### config.mk
export PLATFORM = sky130hd
export DESIGN_NAME = dbu_top
export DESIGN_NICKNAME = d
export VERILOG_FILES = /design/src/dbu_pkg.sv /design/src/dbu_access_if.sv /design/src/dbu_slot_match.sv /design/src/dbu_exc_gen.sv /design/src/dbu_top.sv
export VERILOG_INCLUDE_DIRS = /design/src
export SDC_FILE = /design/constraint.sdc
export NUM_CORES = 1
export LEC_CHECK = 0
export ABC_AREA = 1
export BUFFER_PORTS_ARGS = -buffer_cell sky130_fd_sc_hd__buf_2
export CORE_UTILIZATION = 60
export CTS_BUF_LIST = sky130_fd_sc_hd__clkbuf_8
export CTS_CLUSTER_SIZE = 40
export DETAILED_ROUTE_END_ITERATION = 7
export HOLD_SLACK_MARGIN = 0.12
export PLACE_DENSITY = 0.8
export SETUP_SLACK_MARGIN = 0.15
export SYNTH_ARGS = -nofsm -noshare
export SYNTH_HDL_FRONTEND = slang
export SYNTH_SLANG_ARGS = --single-unit
### constraint.sdc
create_clock -name pclk -period 5 [get_ports pclk]
set_clock_uncertainty 0.05 [all_clocks]
set_input_delay 0.25 -clock pclk [delete_from_list [all_inputs] [get_ports pclk]]
set_output_delay 0.25 -clock pclk [all_outputs]
set_load 0.01 [all_outputs]
### src/dbu_defs.svh
`ifndef DBU_DEFS_SVH
`define DBU_DEFS_SVH

// ****************************************************************
// Register byte offsets.
// ****************************************************************
`define DBU_OFF_ADDR0        8'h00
`define DBU_OFF_ADDR1        8'h04
`define DBU_OFF_ADDR2        8'h08
`define DBU_OFF_ADDR3        8'h0c
`define DBU_OFF_STATUS       8'h18
`define DBU_OFF_CONTROL      8'h1c

// ****************************************************************
// Field positions.
// ****************************************************************
`define DBU_CTL_GD           13
`define DBU_CTL_FIELD_LSB    16
`define DBU_CTL_SLOT_STRIDE  4
`define DBU_ST_BS            14
`define DBU_ST_BT            15

// ****************************************************************
// Reset values and writable masks.
// ****************************************************************
`define DBU_STATUS_RESET     32'h0000_0000
`define DBU_CONTROL_RESET    32'h0000_0000
`define DBU_ADDR_RESET       32'h0000_0000
`define DBU_STATUS_WMASK     32'h0000_c00f
`define DBU_CONTROL_WMASK    32'hffff_20ff

// ****************************************************************
// Field encodings.
// ****************************************************************
`define DBU_TYPE_EXEC        2'b00
`define DBU_TYPE_WRITE       2'b01
`define DBU_TYPE_RDWR        2'b11
`define DBU_LEN_ONE          2'b00
`define DBU_LEN_TWO          2'b01
`define DBU_LEN_FOUR         2'b11

`endif

### src/dbu_pkg.sv
package dbu_pkg;

  // Kind of access reported by the pipeline.
  typedef enum logic [1:0] {
    DBU_ACC_EXEC  = 2'b00,
    DBU_ACC_WRITE = 2'b01,
    DBU_ACC_READ  = 2'b10
  } dbu_acc_kind_t;

  // One register word.
  typedef logic [31:0] dbu_word_t;

endpackage

### src/dbu_access_if.sv
`timescale 1ns/1ps
`default_nettype none

// Carries one pipeline access to the slot comparators.
interface dbu_access_if;
  import dbu_pkg::*;
  logic          valid;
  dbu_word_t     addr;
  dbu_acc_kind_t kind;
  logic [1:0]    size;

  modport src (output valid, output addr, output kind, output size);
  modport mon (input valid, input addr, input kind, input size);
endinterface

`default_nettype wire

### src/dbu_slot_match.sv
`timescale 1ns/1ps
`default_nettype none
`include "dbu_defs.svh"

module dbu_slot_match
  import dbu_pkg::*;
(
  // Access under test.
  dbu_access_if.mon  acc,
  // Slot settings.
  input  wire logic [31:0] slot_linear_address,
  input  wire logic [1:0]  slot_access_type,
  input  wire logic [1:0]  slot_match_length,
  // Match result.
  output logic             hit
);

  logic [31:0] span_mask;
  logic [32:0] bp_lo;
  logic [32:0] bp_hi;
  logic [32:0] acc_lo;
  logic [32:0] acc_hi;
  logic        len_ok;
  logic        type_ok;

  // Length selects how many low address bits are ignored.
  always_comb begin
    unique case (slot_match_length)
      `DBU_LEN_ONE:  span_mask = 32'hffff_ffff; // see RQ7
      `DBU_LEN_TWO:  span_mask = 32'hffff_fffe; // see RQ7
      `DBU_LEN_FOUR: span_mask = 32'hffff_fffc; // see RQ7
      default:       span_mask = 32'hffff_ffff;
    endcase
  end

  // The unused length code never matches.
  assign len_ok = (slot_match_length != 2'b10); // see RQ7

  // Access type against slot type; the unused type code never matches.
  always_comb begin
    unique case (slot_access_type)
      `DBU_TYPE_EXEC:  type_ok = (acc.kind == DBU_ACC_EXEC); // see RQ6
      `DBU_TYPE_WRITE: type_ok = (acc.kind == DBU_ACC_WRITE); // see RQ6
      `DBU_TYPE_RDWR:  type_ok = (acc.kind == DBU_ACC_WRITE) ||
                                 (acc.kind == DBU_ACC_READ); // see RQ6
      default:         type_ok = 1'b0;
    endcase
  end

  // Byte spans held one bit wider so the top of memory does not wrap.
  assign bp_lo  = {1'b0, slot_linear_address & span_mask};
  assign bp_hi  = {1'b0, slot_linear_address | ~span_mask};
  assign acc_lo = {1'b0, acc.addr};
  assign acc_hi = acc_lo + {31'h0000_0000, acc.size};

  // A hit is any overlap of the two spans.
  assign hit = acc.valid && len_ok && type_ok &&
               (acc_lo <= bp_hi) && (bp_lo <= acc_hi);

endmodule

`default_nettype wire

### src/dbu_exc_gen.sv
`timescale 1ns/1ps
`default_nettype none

module dbu_exc_gen (
  // Instruction completion.
  input  wire logic       ret_valid,
  input  wire logic       single_step_trap_flag,
  input  wire logic       bkpt_insn,
  // Pending causes.
  input  wire logic [3:0] hits_now,
  input  wire logic [3:0] slot_enabled,
  input  wire logic       task_trap_now,
  // Decisions.
  output logic            take_debug,
  output logic            take_bkpt
);

  // Debug exception causes are checked only at instruction completion.
  assign take_debug = ret_valid &&
                      (single_step_trap_flag || // see RQ1
                       (|(hits_now & slot_enabled)) || // see RQ11
                       task_trap_now);

  // The one-byte breakpoint instruction takes its own trap path.
  assign take_bkpt = ret_valid && bkpt_insn; // see RQ2

endmodule

`default_nettype wire

### src/dbu_top.sv
// The register offsets and the APB interface to the registers are this design's own decisions.
`timescale 1ns/1ps
`default_nettype none
`include "dbu_defs.svh"

// Contract
// RQ1: With the single-step trap flag set, a debug exception follows each completed instruction.
// RQ2: The one-byte breakpoint instruction sends control to the debug path when it executes.
// RQ3: At a debug exception, each slot whose condition matched sets its hit flag, enabled or not.
// RQ4: The task-switch flag is set before the handler when a switch entered a trapped task.
// RQ5: The single-step flag is set when the exception was caused by single-stepping.
// RQ6: Slot access type: 00 execute only, 01 writes only, 11 reads or writes, 10 unused.
// RQ7: Slot length: 00 one byte, 01 two bytes, 11 four bytes, 10 unused.
// RQ8: A slot's global enable arms it for all tasks and survives task switches.
// RQ9: A slot's local enable arms it for the current task and is cleared on a task switch.
// RQ10: The general-detect lock blocks debug register access and is cleared on a debug exception.
// RQ11: A match on an enabled slot raises a debug exception; on a disabled slot it only sets status.
// Here a disabled-slot match reaches status only when a debug exception is taken.
module dbu_top
  import dbu_pkg::*;
(
  // Clock and reset.
  input  wire logic        pclk,
  input  wire logic        presetn,

  // APB slave.
  input  wire logic        psel,
  input  wire logic        penable,
  input  wire logic        pwrite,
  input  wire logic [7:0]  paddr,
  input  wire logic [31:0] pwdata,
  output logic [31:0]      prdata,
  output logic             pready,
  output logic             pslverr,

  // Memory access report from the pipeline.
  input  wire logic        acc_valid,
  input  wire logic [31:0] acc_addr,
  input  wire logic [1:0]  acc_kind,
  input  wire logic [1:0]  acc_size,

  // Instruction completion report.
  input  wire logic        ret_valid,
  input  wire logic        ret_single_step_trap_flag,
  input  wire logic        ret_bkpt_insn,

  // Task switch report.
  input  wire logic        ts_valid,
  input  wire logic        ts_trap,

  // Exception requests to the pipeline.
  output logic             debug_exc,
  output logic             bkpt_exc
);

  // ****************************************************************
  // Declarations.
  // ****************************************************************
  // Register state.
  dbu_word_t   addr_reg [4];
  dbu_word_t   debug_status_reg;
  dbu_word_t   debug_status_next;
  dbu_word_t   debug_control_reg;
  dbu_word_t   debug_control_next;
  logic [3:0]  pend_hit_reg;
  logic        task_trap_reg;

  // Comparator and decision nets.
  logic [3:0]  slot_hit;
  logic [3:0]  hits_now;
  logic [3:0]  slot_enabled;
  logic        task_trap_now;
  logic        take_debug;
  logic        take_bkpt;

  // Register bus decode.
  logic        apb_setup;
  logic        apb_access;
  logic        apb_wr;
  logic        addr_known;
  logic        addr_is_slot;
  logic        locked;
  logic        refuse;
  logic        wr_status;
  logic        wr_control;
  dbu_word_t   rd_value;

  // Carries the pipeline access to all four comparators.
  dbu_access_if acc_bus ();

  // ****************************************************************
  // Helpers.
  // ****************************************************************

  // Access type field of one slot.
  function automatic logic [1:0] slot_type(input dbu_word_t ctl, input int slot);
    int lsb;

    lsb = `DBU_CTL_FIELD_LSB + slot * `DBU_CTL_SLOT_STRIDE;
    return ctl[lsb +: 2];
  endfunction

  // Length field of one slot.
  function automatic logic [1:0] slot_len(input dbu_word_t ctl, input int slot);
    int lsb;

    lsb = `DBU_CTL_FIELD_LSB + slot * `DBU_CTL_SLOT_STRIDE + 2;
    return ctl[lsb +: 2];
  endfunction

  // Merge a software write into a register under a writable mask.
  function automatic dbu_word_t masked_write(input dbu_word_t old_val,
                                             input dbu_word_t new_val,
                                             input dbu_word_t wmask);
    return (old_val & ~wmask) | (new_val & wmask);
  endfunction

  // ****************************************************************
  // Access path into the slot comparators.
  // ****************************************************************

  // The pipeline runs on pclk, so its reports are used as they arrive.
  assign acc_bus.valid = acc_valid;
  assign acc_bus.addr  = acc_addr;
  assign acc_bus.kind  = dbu_acc_kind_t'(acc_kind);
  assign acc_bus.size  = acc_size;

  // One comparator per slot, each fed by its own control fields.
  for (genvar i = 0; i < 4; i++) begin : g_slot
    dbu_slot_match u_match (
      .acc                 (acc_bus.mon),
      .slot_linear_address (addr_reg[i]),
      .slot_access_type    (slot_type(debug_control_reg, i)),
      .slot_match_length   (slot_len(debug_control_reg, i)),
      .hit                 (slot_hit[i])
    );

    // A slot is armed by either its local or its global enable.
    assign slot_enabled[i] = debug_control_reg[2 * i] |
                             debug_control_reg[2 * i + 1]; // see RQ8 see RQ9
  end

  // ****************************************************************
  // Exception decision.
  // ****************************************************************

  // Matches seen this cycle join those gathered earlier in the instruction.
  assign hits_now      = pend_hit_reg | slot_hit;

  // A trapped switch counts even in its completing cycle.
  assign task_trap_now = task_trap_reg | (ts_valid & ts_trap);

  dbu_exc_gen u_exc (
    .ret_valid             (ret_valid),
    .single_step_trap_flag (ret_single_step_trap_flag),
    .bkpt_insn             (ret_bkpt_insn),
    .hits_now              (hits_now),
    .slot_enabled          (slot_enabled),
    .task_trap_now         (task_trap_now),
    .take_debug            (take_debug),
    .take_bkpt             (take_bkpt)
  );

  // Matches are gathered until the instruction completes, then dropped.
  // A hit in the completing cycle itself reaches the decision via hits_now.
  always_ff @(posedge pclk or negedge presetn) begin
    if (!presetn) begin
      pend_hit_reg <= 4'h0;
    end else if (ret_valid) begin
      pend_hit_reg <= 4'h0;
    end else begin
      pend_hit_reg <= hits_now; // see RQ3
    end
  end

  // A switch into a trapped task is held until the next completion.
  // The trap bit means nothing unless ts_valid is high.
  always_ff @(posedge pclk or negedge presetn) begin
    if (!presetn) begin
      task_trap_reg <= 1'b0;
    end else if (ret_valid) begin
      task_trap_reg <= 1'b0;
    end else begin
      task_trap_reg <= task_trap_now; // see RQ4
    end
  end

  // Debug exception request, a registered one-cycle pulse.
  always_ff @(posedge pclk or negedge presetn) begin
    if (!presetn) begin
      debug_exc <= 1'b0;
    end else begin
      debug_exc <= take_debug; // see RQ1 see RQ11
    end
  end

  // Breakpoint trap request, a registered one-cycle pulse.
  always_ff @(posedge pclk or negedge presetn) begin
    if (!presetn) begin
      bkpt_exc <= 1'b0;
    end else begin
      bkpt_exc <= take_bkpt; // see RQ2
    end
  end

  // ****************************************************************
  // APB decode.
  // ****************************************************************

  // The slave never waits.
  assign pready     = 1'b1;

  // Phase of the current transfer.
  assign apb_setup  = psel & ~penable;
  assign apb_access = psel & penable;

  // Known offsets and the slot address subset.
  assign addr_is_slot = (paddr == `DBU_OFF_ADDR0) || (paddr == `DBU_OFF_ADDR1) ||
                        (paddr == `DBU_OFF_ADDR2) || (paddr == `DBU_OFF_ADDR3);
  assign addr_known   = addr_is_slot || (paddr == `DBU_OFF_STATUS) ||
                        (paddr == `DBU_OFF_CONTROL);

  // The lock turns every debug register access into an error.
  assign locked  = debug_control_reg[`DBU_CTL_GD]; // see RQ10
  assign refuse  = ~addr_known | locked;
  assign pslverr = apb_access & refuse;
  assign apb_wr  = apb_access & pwrite & ~refuse;

  // Write strobes of the two debug words.
  assign wr_status  = apb_wr & (paddr == `DBU_OFF_STATUS);
  assign wr_control = apb_wr & (paddr == `DBU_OFF_CONTROL);

  // Read mux; unmapped and locked reads return zero.
  always_comb begin
    rd_value = 32'h0000_0000;

    if (!locked) begin
      unique case (paddr)
        `DBU_OFF_ADDR0:   rd_value = addr_reg[0];
        `DBU_OFF_ADDR1:   rd_value = addr_reg[1];
        `DBU_OFF_ADDR2:   rd_value = addr_reg[2];
        `DBU_OFF_ADDR3:   rd_value = addr_reg[3];
        `DBU_OFF_STATUS:  rd_value = debug_status_reg;
        `DBU_OFF_CONTROL: rd_value = debug_control_reg;
        default:          rd_value = 32'h0000_0000;
      endcase
    end
  end

  // Read data is captured in the setup phase and held for the access phase.
  // Capturing early keeps prdata a flip-flop output with no bus-side mux.
  always_ff @(posedge pclk or negedge presetn) begin
    if (!presetn) begin
      prdata <= 32'h0000_0000;
    end else if (apb_setup && !pwrite) begin
      prdata <= rd_value;
    end
  end

  // ****************************************************************
  // Slot address registers.
  // ****************************************************************

  // Written by software only; the slot index comes from offset bits 3:2.
  // Slot addresses have no reserved bits, so the whole word is kept.
  always_ff @(posedge pclk or negedge presetn) begin
    if (!presetn) begin
      for (int i = 0; i < 4; i++) begin
        addr_reg[i] <= `DBU_ADDR_RESET;
      end
    end else if (apb_wr && addr_is_slot) begin
      addr_reg[paddr[3:2]] <= pwdata;
    end
  end

  // ****************************************************************
  // Status register.
  // ****************************************************************

  // Software write first, then hardware sets, so a set is never lost.
  always_comb begin
    debug_status_next = debug_status_reg;

    if (wr_status) begin
      debug_status_next = masked_write(debug_status_reg, pwdata, `DBU_STATUS_WMASK);
    end

    // Causes of the exception being taken are recorded last.
    if (take_debug) begin
      debug_status_next[3:0] = debug_status_next[3:0] | hits_now; // see RQ3
      if (ret_single_step_trap_flag) begin
        debug_status_next[`DBU_ST_BS] = 1'b1; // see RQ5
      end
      if (task_trap_now) begin
        debug_status_next[`DBU_ST_BT] = 1'b1; // see RQ4
      end
    end
  end

  // Status storage.
  always_ff @(posedge pclk or negedge presetn) begin
    if (!presetn) begin
      debug_status_reg <= `DBU_STATUS_RESET;
    end else begin
      debug_status_reg <= debug_status_next;
    end
  end

  // ****************************************************************
  // Control register.
  // ****************************************************************

  // Software write first, then the hardware clears take priority.
  always_comb begin
    debug_control_next = debug_control_reg;

    if (wr_control) begin
      debug_control_next = masked_write(debug_control_reg, pwdata, `DBU_CONTROL_WMASK);
    end

    // Task switch drops local enables and keeps global ones.
    if (ts_valid) begin
      for (int i = 0; i < 4; i++) begin
        debug_control_next[2 * i] = 1'b0; // see RQ9 see RQ8
      end
    end

    // Taking a debug exception releases the lock for the handler.
    if (take_debug) begin
      debug_control_next[`DBU_CTL_GD] = 1'b0; // see RQ10
    end
  end

  // Control storage.
  always_ff @(posedge pclk or negedge presetn) begin
    if (!presetn) begin
      debug_control_reg <= `DBU_CONTROL_RESET;
    end else begin
      debug_control_reg <= debug_control_next;
    end
  end

endmodule

`default_nettype wire

After elaboration in Yosys (flattened, before gate mapping)
Cells that the tools add are included.
- input port bits: 87
- output and inout bits: 36
- register bits after elaboration: 231
- word-level logic and storage cells: 152
- $lt $le $gt $ge: 10
- bitwise gates (word level): 35
- reductions and logical operators: 39
- multiplexer cells: 26
- equal/unequal tests: 27
- add/subtract/negate cells: 1
- operator list (kind ; count):
    32-bit one-hot mux with 6 select lines ; 1
    32-bit by 33-bit less-or-equal comparator with 1-bit output ; 4
    32-bit AND ; 4
    128-bit bitwise mux ; 1
    32-bit less-or-equal comparator ; 4
    32-bit NOT ; 4
    32-bit OR ; 4
    32-bit demux with 2-bit select ; 1
    32-bit two-way mux ; 2
    32-bit by 2-bit adder with 33-bit output ; 1
    16-bit by 32-bit OR with 32-bit output ; 1
    32-bit by 16-bit OR with 32-bit output ; 1
    1-bit logical AND ; 21
    2-bit by 1-bit == test with 1-bit output (second input constant) ; 9
    2-bit == test (second input constant) ; 9
    8-bit by 4-bit == test with 1-bit output (second input constant) ; 2
    8-bit by 5-bit == test with 1-bit output (second input constant) ; 2
    16-bit two-way mux ; 1
    2-bit one-hot mux with 2 select lines ; 4
    14-bit two-way mux ; 1
    1-bit one-hot mux with 3 select lines ; 4
    2-bit zero test ; 5
    1-bit AND ; 8
    8-bit by 3-bit == test with 1-bit output (second input constant) ; 1
    other kinds (16) ; 43

Logic depth before layout (Yosys ltp)
- word-level depth: 14
- mapped depth: 33
- depth with buffers taken out: 33

Hierarchy
From an unflattened synthesis, not the netlist that was laid out.
- cell total of the unflattened synthesis: 2834
- area total of the unflattened synthesis: 19399.9 µm²
- modules (own cells, without submodules) (module ; times used ; area each (µm²) ; cells an instance ; sequential area each (µm²)):
    dbu_top ; 1 ; 8813.5 ; 1093 ; 4954.8
    dbu_slot_match (g_slot[1].u_match ...) ; 2 ; 2645.0 ; 433 ; 0.0
    dbu_slot_match (g_slot[2].u_match) ; 1 ; 2623.8 ; 431 ; 0.0
    dbu_slot_match (g_slot[0].u_match) ; 1 ; 2621.3 ; 431 ; 0.0
    dbu_exc_gen ; 1 ; 51.3 ; 13 ; 0.0

Worst setup path after synthesis
No wires, ideal clock.
- path kind: input port to flip-flop
- from: input acc_addr[0]
- to: register debug_status_reg[2]
- buffers on the path: 0
- setup slack: 1.203 ns
- required time: 4.830 ns
- cell stages on the path: 26
- arrival time: 3.626 ns
- library setup time: 0.120 ns
- cells stage by stage: ha_1 inv_1 fa_1 nor3_1 nand3_1 nor3_1 nand2_1 nor3_1 nand2_1 xor2_1 ha_1 nand2_1 nor3_1 nand2_1 nor2_1 nand2_1 nand2_1 nand2_1 nand3_1 nand2_1 nand2_1 nand2_1 nor2_1 nand2_2 nand3_1 nand2_1
- cells in the longest elaborated chain, start to end: 10
- elaborated cells on any way between the ends: 25
- those cells by class: 1 x add/sub; 8 x order compare; 1 x mux; 3 x bitwise; 12 x reduce/logical
- ends and longest elaborated chain (what ; line ; RTL):
    from (decl) ; dbu_top.sv:38 ; input wire logic [31:0] acc_addr,
    32-bit by 2-bit adder with 33-bit output / 32-bit less-or-equal comparator (equally long branches) ; dbu_slot_match.sv:54, dbu_slot_match.sv:58 ;
    32-bit by 33-bit less-or-equal comparator with 1-bit output / 1-bit logical AND (equally long branches) ; dbu_slot_match.sv:58, dbu_slot_match.sv:57 ;
    1-bit logical AND ; dbu_slot_match.sv:58 ; (acc_lo <= bp_hi) && (bp_lo <= acc_hi);
    4-bit OR (*) ; dbu_top.sv:148 ; assign hits_now = pend_hit_reg | slot_hit;
    4-bit AND ; dbu_exc_gen.sv:21 ; (|(hits_now & slot_enabled)) ||
    4-bit OR reduction ; dbu_exc_gen.sv:21 ;
    1-bit logical OR ; dbu_exc_gen.sv:20 ; (single_step_trap_flag ||
    1-bit logical OR ; dbu_exc_gen.sv:21 ;
    1-bit logical AND ; dbu_exc_gen.sv:19 ; assign take_debug = ret_valid &&
    4-bit two-way mux (*) ; dbu_top.sv:289 ; if (take_debug) begin
    via debug_status_next[2] ; dbu_top.sv:62 ; dbu_word_t debug_status_next;
    to (signal assigned) ; dbu_top.sv:303 ; debug_status_reg <= `DBU_STATUS_RESET;
    to (signal assigned) ; dbu_top.sv:305 ; debug_status_reg <= debug_status_next;
    to (decl) ; dbu_top.sv:61 ; dbu_word_t debug_status_reg;
The timed path passes the listed nets; every way through them passes the cells marked *.
A chain may end at the register's enable or synchronous reset.

Worst setup path in the final report
- from: input acc_addr[1]
- to: register debug_status_reg[0]
The elaborated chain is that of the path after synthesis.

==> metrics.csv <==
stage,metric,value,unit
run_status,run status,"complete, no violations",
timing,Total Neg Setup Slack,0,ps
placement,quantity of I/O buffers inserted on ports,121,
global_routing,all-layer global routing usage,0.4031,
timing,final hold slack,192.1,ps
power,leakage power,8.503,nW
worst_setup_path,worst reg2reg setup slack,1860,ps
worst_setup_path,kind of critical path,input port to register,
placement,placement-stage cell area,16430,um2
job,number of maximum-capacitance violations,0,
worst_setup_path,startpoint kind of the worst setup timing path,input port,
clocking,cell chosen for the clock root,clkbuf_8,
finish,area taken by flip-flops and latches,4955,um2
clocking,clock sinks,198,
yosys,gate count after technology mapping,2019,
clocking,total setup buffers inserted after CTS,0,
yosys,fraction of registers with async set/reset,1.000,
worst_setup_path,endpoint arrival time on the critical path,4590,ps
route,final routed wire length divided by cell count,20.71,um
hold_path,Min-Delay Path Class,input port to register,
worst_setup_path,Critical-path top delay cell,fa_1,
yosys,number of nets produced by synthesis,2367,
route,DR iter-0 viols,1422,
die,Site Rows,58,
die,die boundary width,162.5,um
clocking,clock slew seen by the registers of the worst setup and hold paths,110,ps
clocking,TritonCTS Buffers,17,
yosys,synthesized flop and latch total,198,
worst_setup_path,CP peak stage delay,560,ps
global_routing,vias in the first global route,14520,
finish,total area of multi-input combinational cells,9190,um2
clocking,clock latency on the worst-skew pair,490,ps
global_routing,maximum number of pins on one net before global-route repair,88,
worst_setup_path,sort of element at the end of the critical path,register,
clocking,buffer levels on the longest clock path,2,
yosys,distinct cell type count of the synthesized netlist,52,
hold_path,beginning of the worst hold path,pwdata[13],
worst_setup_path,FF-to-FF Start,addr_reg[31],
route,Post-DRT Antenna Nets,0,
finish,fraction of final layout cells with drive strength greater than 1,0.09091,
route,vias per cell,5.955,
yosys,biggest area consumer among synthesized cells,dfrtp_1,
timing,endpoints failing setup,0,
yosys,Synthesis Warnings,0,
timing,total count of max-transition violations in the final report,0,
finish,count of nets after finishing,2513,
global_routing,first-pass GRT wire length,80070,um
placement,RD Place Congestion,1.046,
timing,shortest clock period the worst path allows after layout,4227,ps
die,initial cell density of the core,0.6121,
worst_setup_path,required arrival time at the worst endpoint,5360,ps
yosys,average size of a mapped cell,7.657,um2
timing,upper clock frequency limit,236.6,MHz
timing,RSZ-0062 raised after global routing,no,
route,number of remaining DRC errors,0,
yosys,part of the Yosys area used for sequential elements,0.3205,
clocking,CTS tree,yes,
placement,Final HPWL DP,39980,um
die,die footprint,26410,um2
worst_setup_path,end of the critical path,debug_status_reg[0],
die,Core Footprint,25250,um2
clocking,number of resized instances in the post-cts repair step,0,
timing,number of failing hold endpoints at the final stage,0,
finish,Largest register FFs,128,
route,number of vias after detailed routing,14936,
global_routing,initial antenna violation count,1,
die,IO Count,123,
finish,synthesis-to-finish area growth,11.50,%
worst_setup_path,"most used cell, CP",nand2_1,
yosys,Yosys top cell area share,0.3205,
worst_setup_path,worst-case reg-to-reg path depth,16,
finish,count of inserted antenna diode cells,0,
power,VDD IR max,222.8,uV
yosys,Post-synth top flop,dfrtp_1,
timing,remaining max-slew budget at the tightest pin,0.1865,
yosys,Post-synth EDFFs,0,
timing,Tcrit/Tclk final,0.8454,
yosys,"Cell Area, Synth",15460,um2
yosys,"top cells by area, synth","dfrtp_1 (32%), ha_1 (21%), nand2_1 (12%)",
route,routed wire length,51940,um
finish,fill count,2174,
clocking,Post-CTS Hold Fix Bufs,40,
worst_setup_path,crit path launch,acc_addr[1],
power,power density over the cells,186.6,nW/um2
finish,final design utilization,0.6825,
timing,worst slew pin tran,1219,ps
clocking,depth of the CTS H-tree,4,
die,die extent in y,162.5,um
power,total power after layout,3.217,mW
worst_setup_path,worst-path maximum fanout,6,
finish,post-layout instance area,17240,um2
route,first-pass detailed-route iteration total,6,
worst_setup_path,critical register-to-register path endpoint,debug_status_reg[0],
global_routing,Overflow after GRT,0,
-- cell usage in the layout (no fill, tap or decap), types with 7 or more instances in the layout --
| cell type | Yosys | routed |
|---|---|---|
| o21bai_1 | 9 | 9 |
| nand3_1 | 40 | 40 |
| nand2_1 | 493 | 487 |
| clkbuf_8 | 0 | 19 |
| buf_4 | 2 | 15 |
| nor3_1 | 18 | 18 |
| a21o_1 | 7 | 7 |
| nand4_1 | 23 | 23 |
| o22ai_1 | 78 | 78 |
| ha_1 | 260 | 260 |
| a21oi_1 | 124 | 124 |
| xnor2_1 | 10 | 10 |
| nand2_2 | 4 | 10 |
| dfrtp_1 | 198 | 198 |
| buf_2 | 1 | 120 |
| a211oi_1 | 16 | 16 |
| xor2_1 | 18 | 18 |
| o21a_1 | 11 | 11 |
| dlygate4sd3_1 | 0 | 40 |
| a221oi_1 | 15 | 15 |
| inv_1 | 298 | 299 |
| o21ai_0 | 181 | 181 |
| nor2_1 | 99 | 99 |
-- area by class of cell --
cell class                      count  share of cell area
Clock buffer                       18             0.01437
Tap cell                          330             0.02395
Sequential cell                   198              0.2875
Inverter                          304             0.06620
Clock inverter                     14            0.009437
Multi-Input combinational cell   1468              0.5332
Timing Repair Buffer              176             0.06540
-- cells by family (layout without fill, tap and decap cells) --
logic type               count (synthesis)  in the layout  synth area share
other                                    1              1         0.0002426
adder cells (fa/ha/maj)                261            261            0.2117
AND/OR/NAND/NOR                        710            710            0.1918
flip-flops                             198            198            0.3205
AO/OA/AOI/OAI                          468            468            0.1735
buffers and inverters                  353            512           0.08628
XOR/XNOR                                28             28           0.01586
-- routing by layer --
metal	vias up	wire length [um]	GRT usage
met1	6911	20470	0.4953
met3	177	4170	0.06035
met4	0	3131	0.2324
met5	-	0	0
li1	7074	-	-
met2	774	24170	0.6739
-- critical path: cells and delay by family --
family	cells	cell delay, ps
AND/OR/NAND/NOR	17	2210
adder cells (fa/ha/maj)	2	890
buffers and inverters	4	440
AO/OA/AOI/OAI	3	430
XOR/XNOR	1	350
-- metrics by stage --
stage	instances	setup WS, ps
after floorplan	2019	1203
after global placement	2436	525.4
after detailed placement	2436	374.3
after CTS	2508	850.4
after global routing	2508	388.4
final	2508	772.8
-- worst min path at each step --
stage,cells past startpoint,to
finish,3,addr_reg[109]
global placement,1,prdata[11]
detailed placement,1,addr_reg[11]
floorplan,0,addr_reg[0]
CTS,3,addr_reg[109]
global route,3,addr_reg[45]
-- report_power, final --
group | switching (mW) | total (mW) | internal [mW]
clock network | 0.648 | 1.12 | 0.473
registers | 0.00541 | 1.61 | 1.61
logic | 0.312 | 0.483 | 0.172
-- synthesized netlist by cell type, types with 3 or more instances --
cell type	number
or2_2	4
nor4_1	5
and3_1	3
a311oi_1	3
nand3b_1	4
nand2_1	493
ha_1	260
a211oi_1	16
xnor2_1	10
inv_1	298
nand4_1	23
nor2_1	99
a21o_1	7
xor2_1	18
o21ai_0	181
o21bai_1	9
a21oi_1	124
nand2_2	4
nand3_1	40
clkbuf_1	41
o221ai_1	5
nor3b_1	3
o22ai_1	78
dfrtp_1	198
a2111oi_0	4
o21a_1	11
o211ai_1	5
a221oi_1	15
a21boi_0	3
buf_1	5
inv_2	3
nor3_1	18
clkinv_1	3
Power figures use the tool's default switching activity.
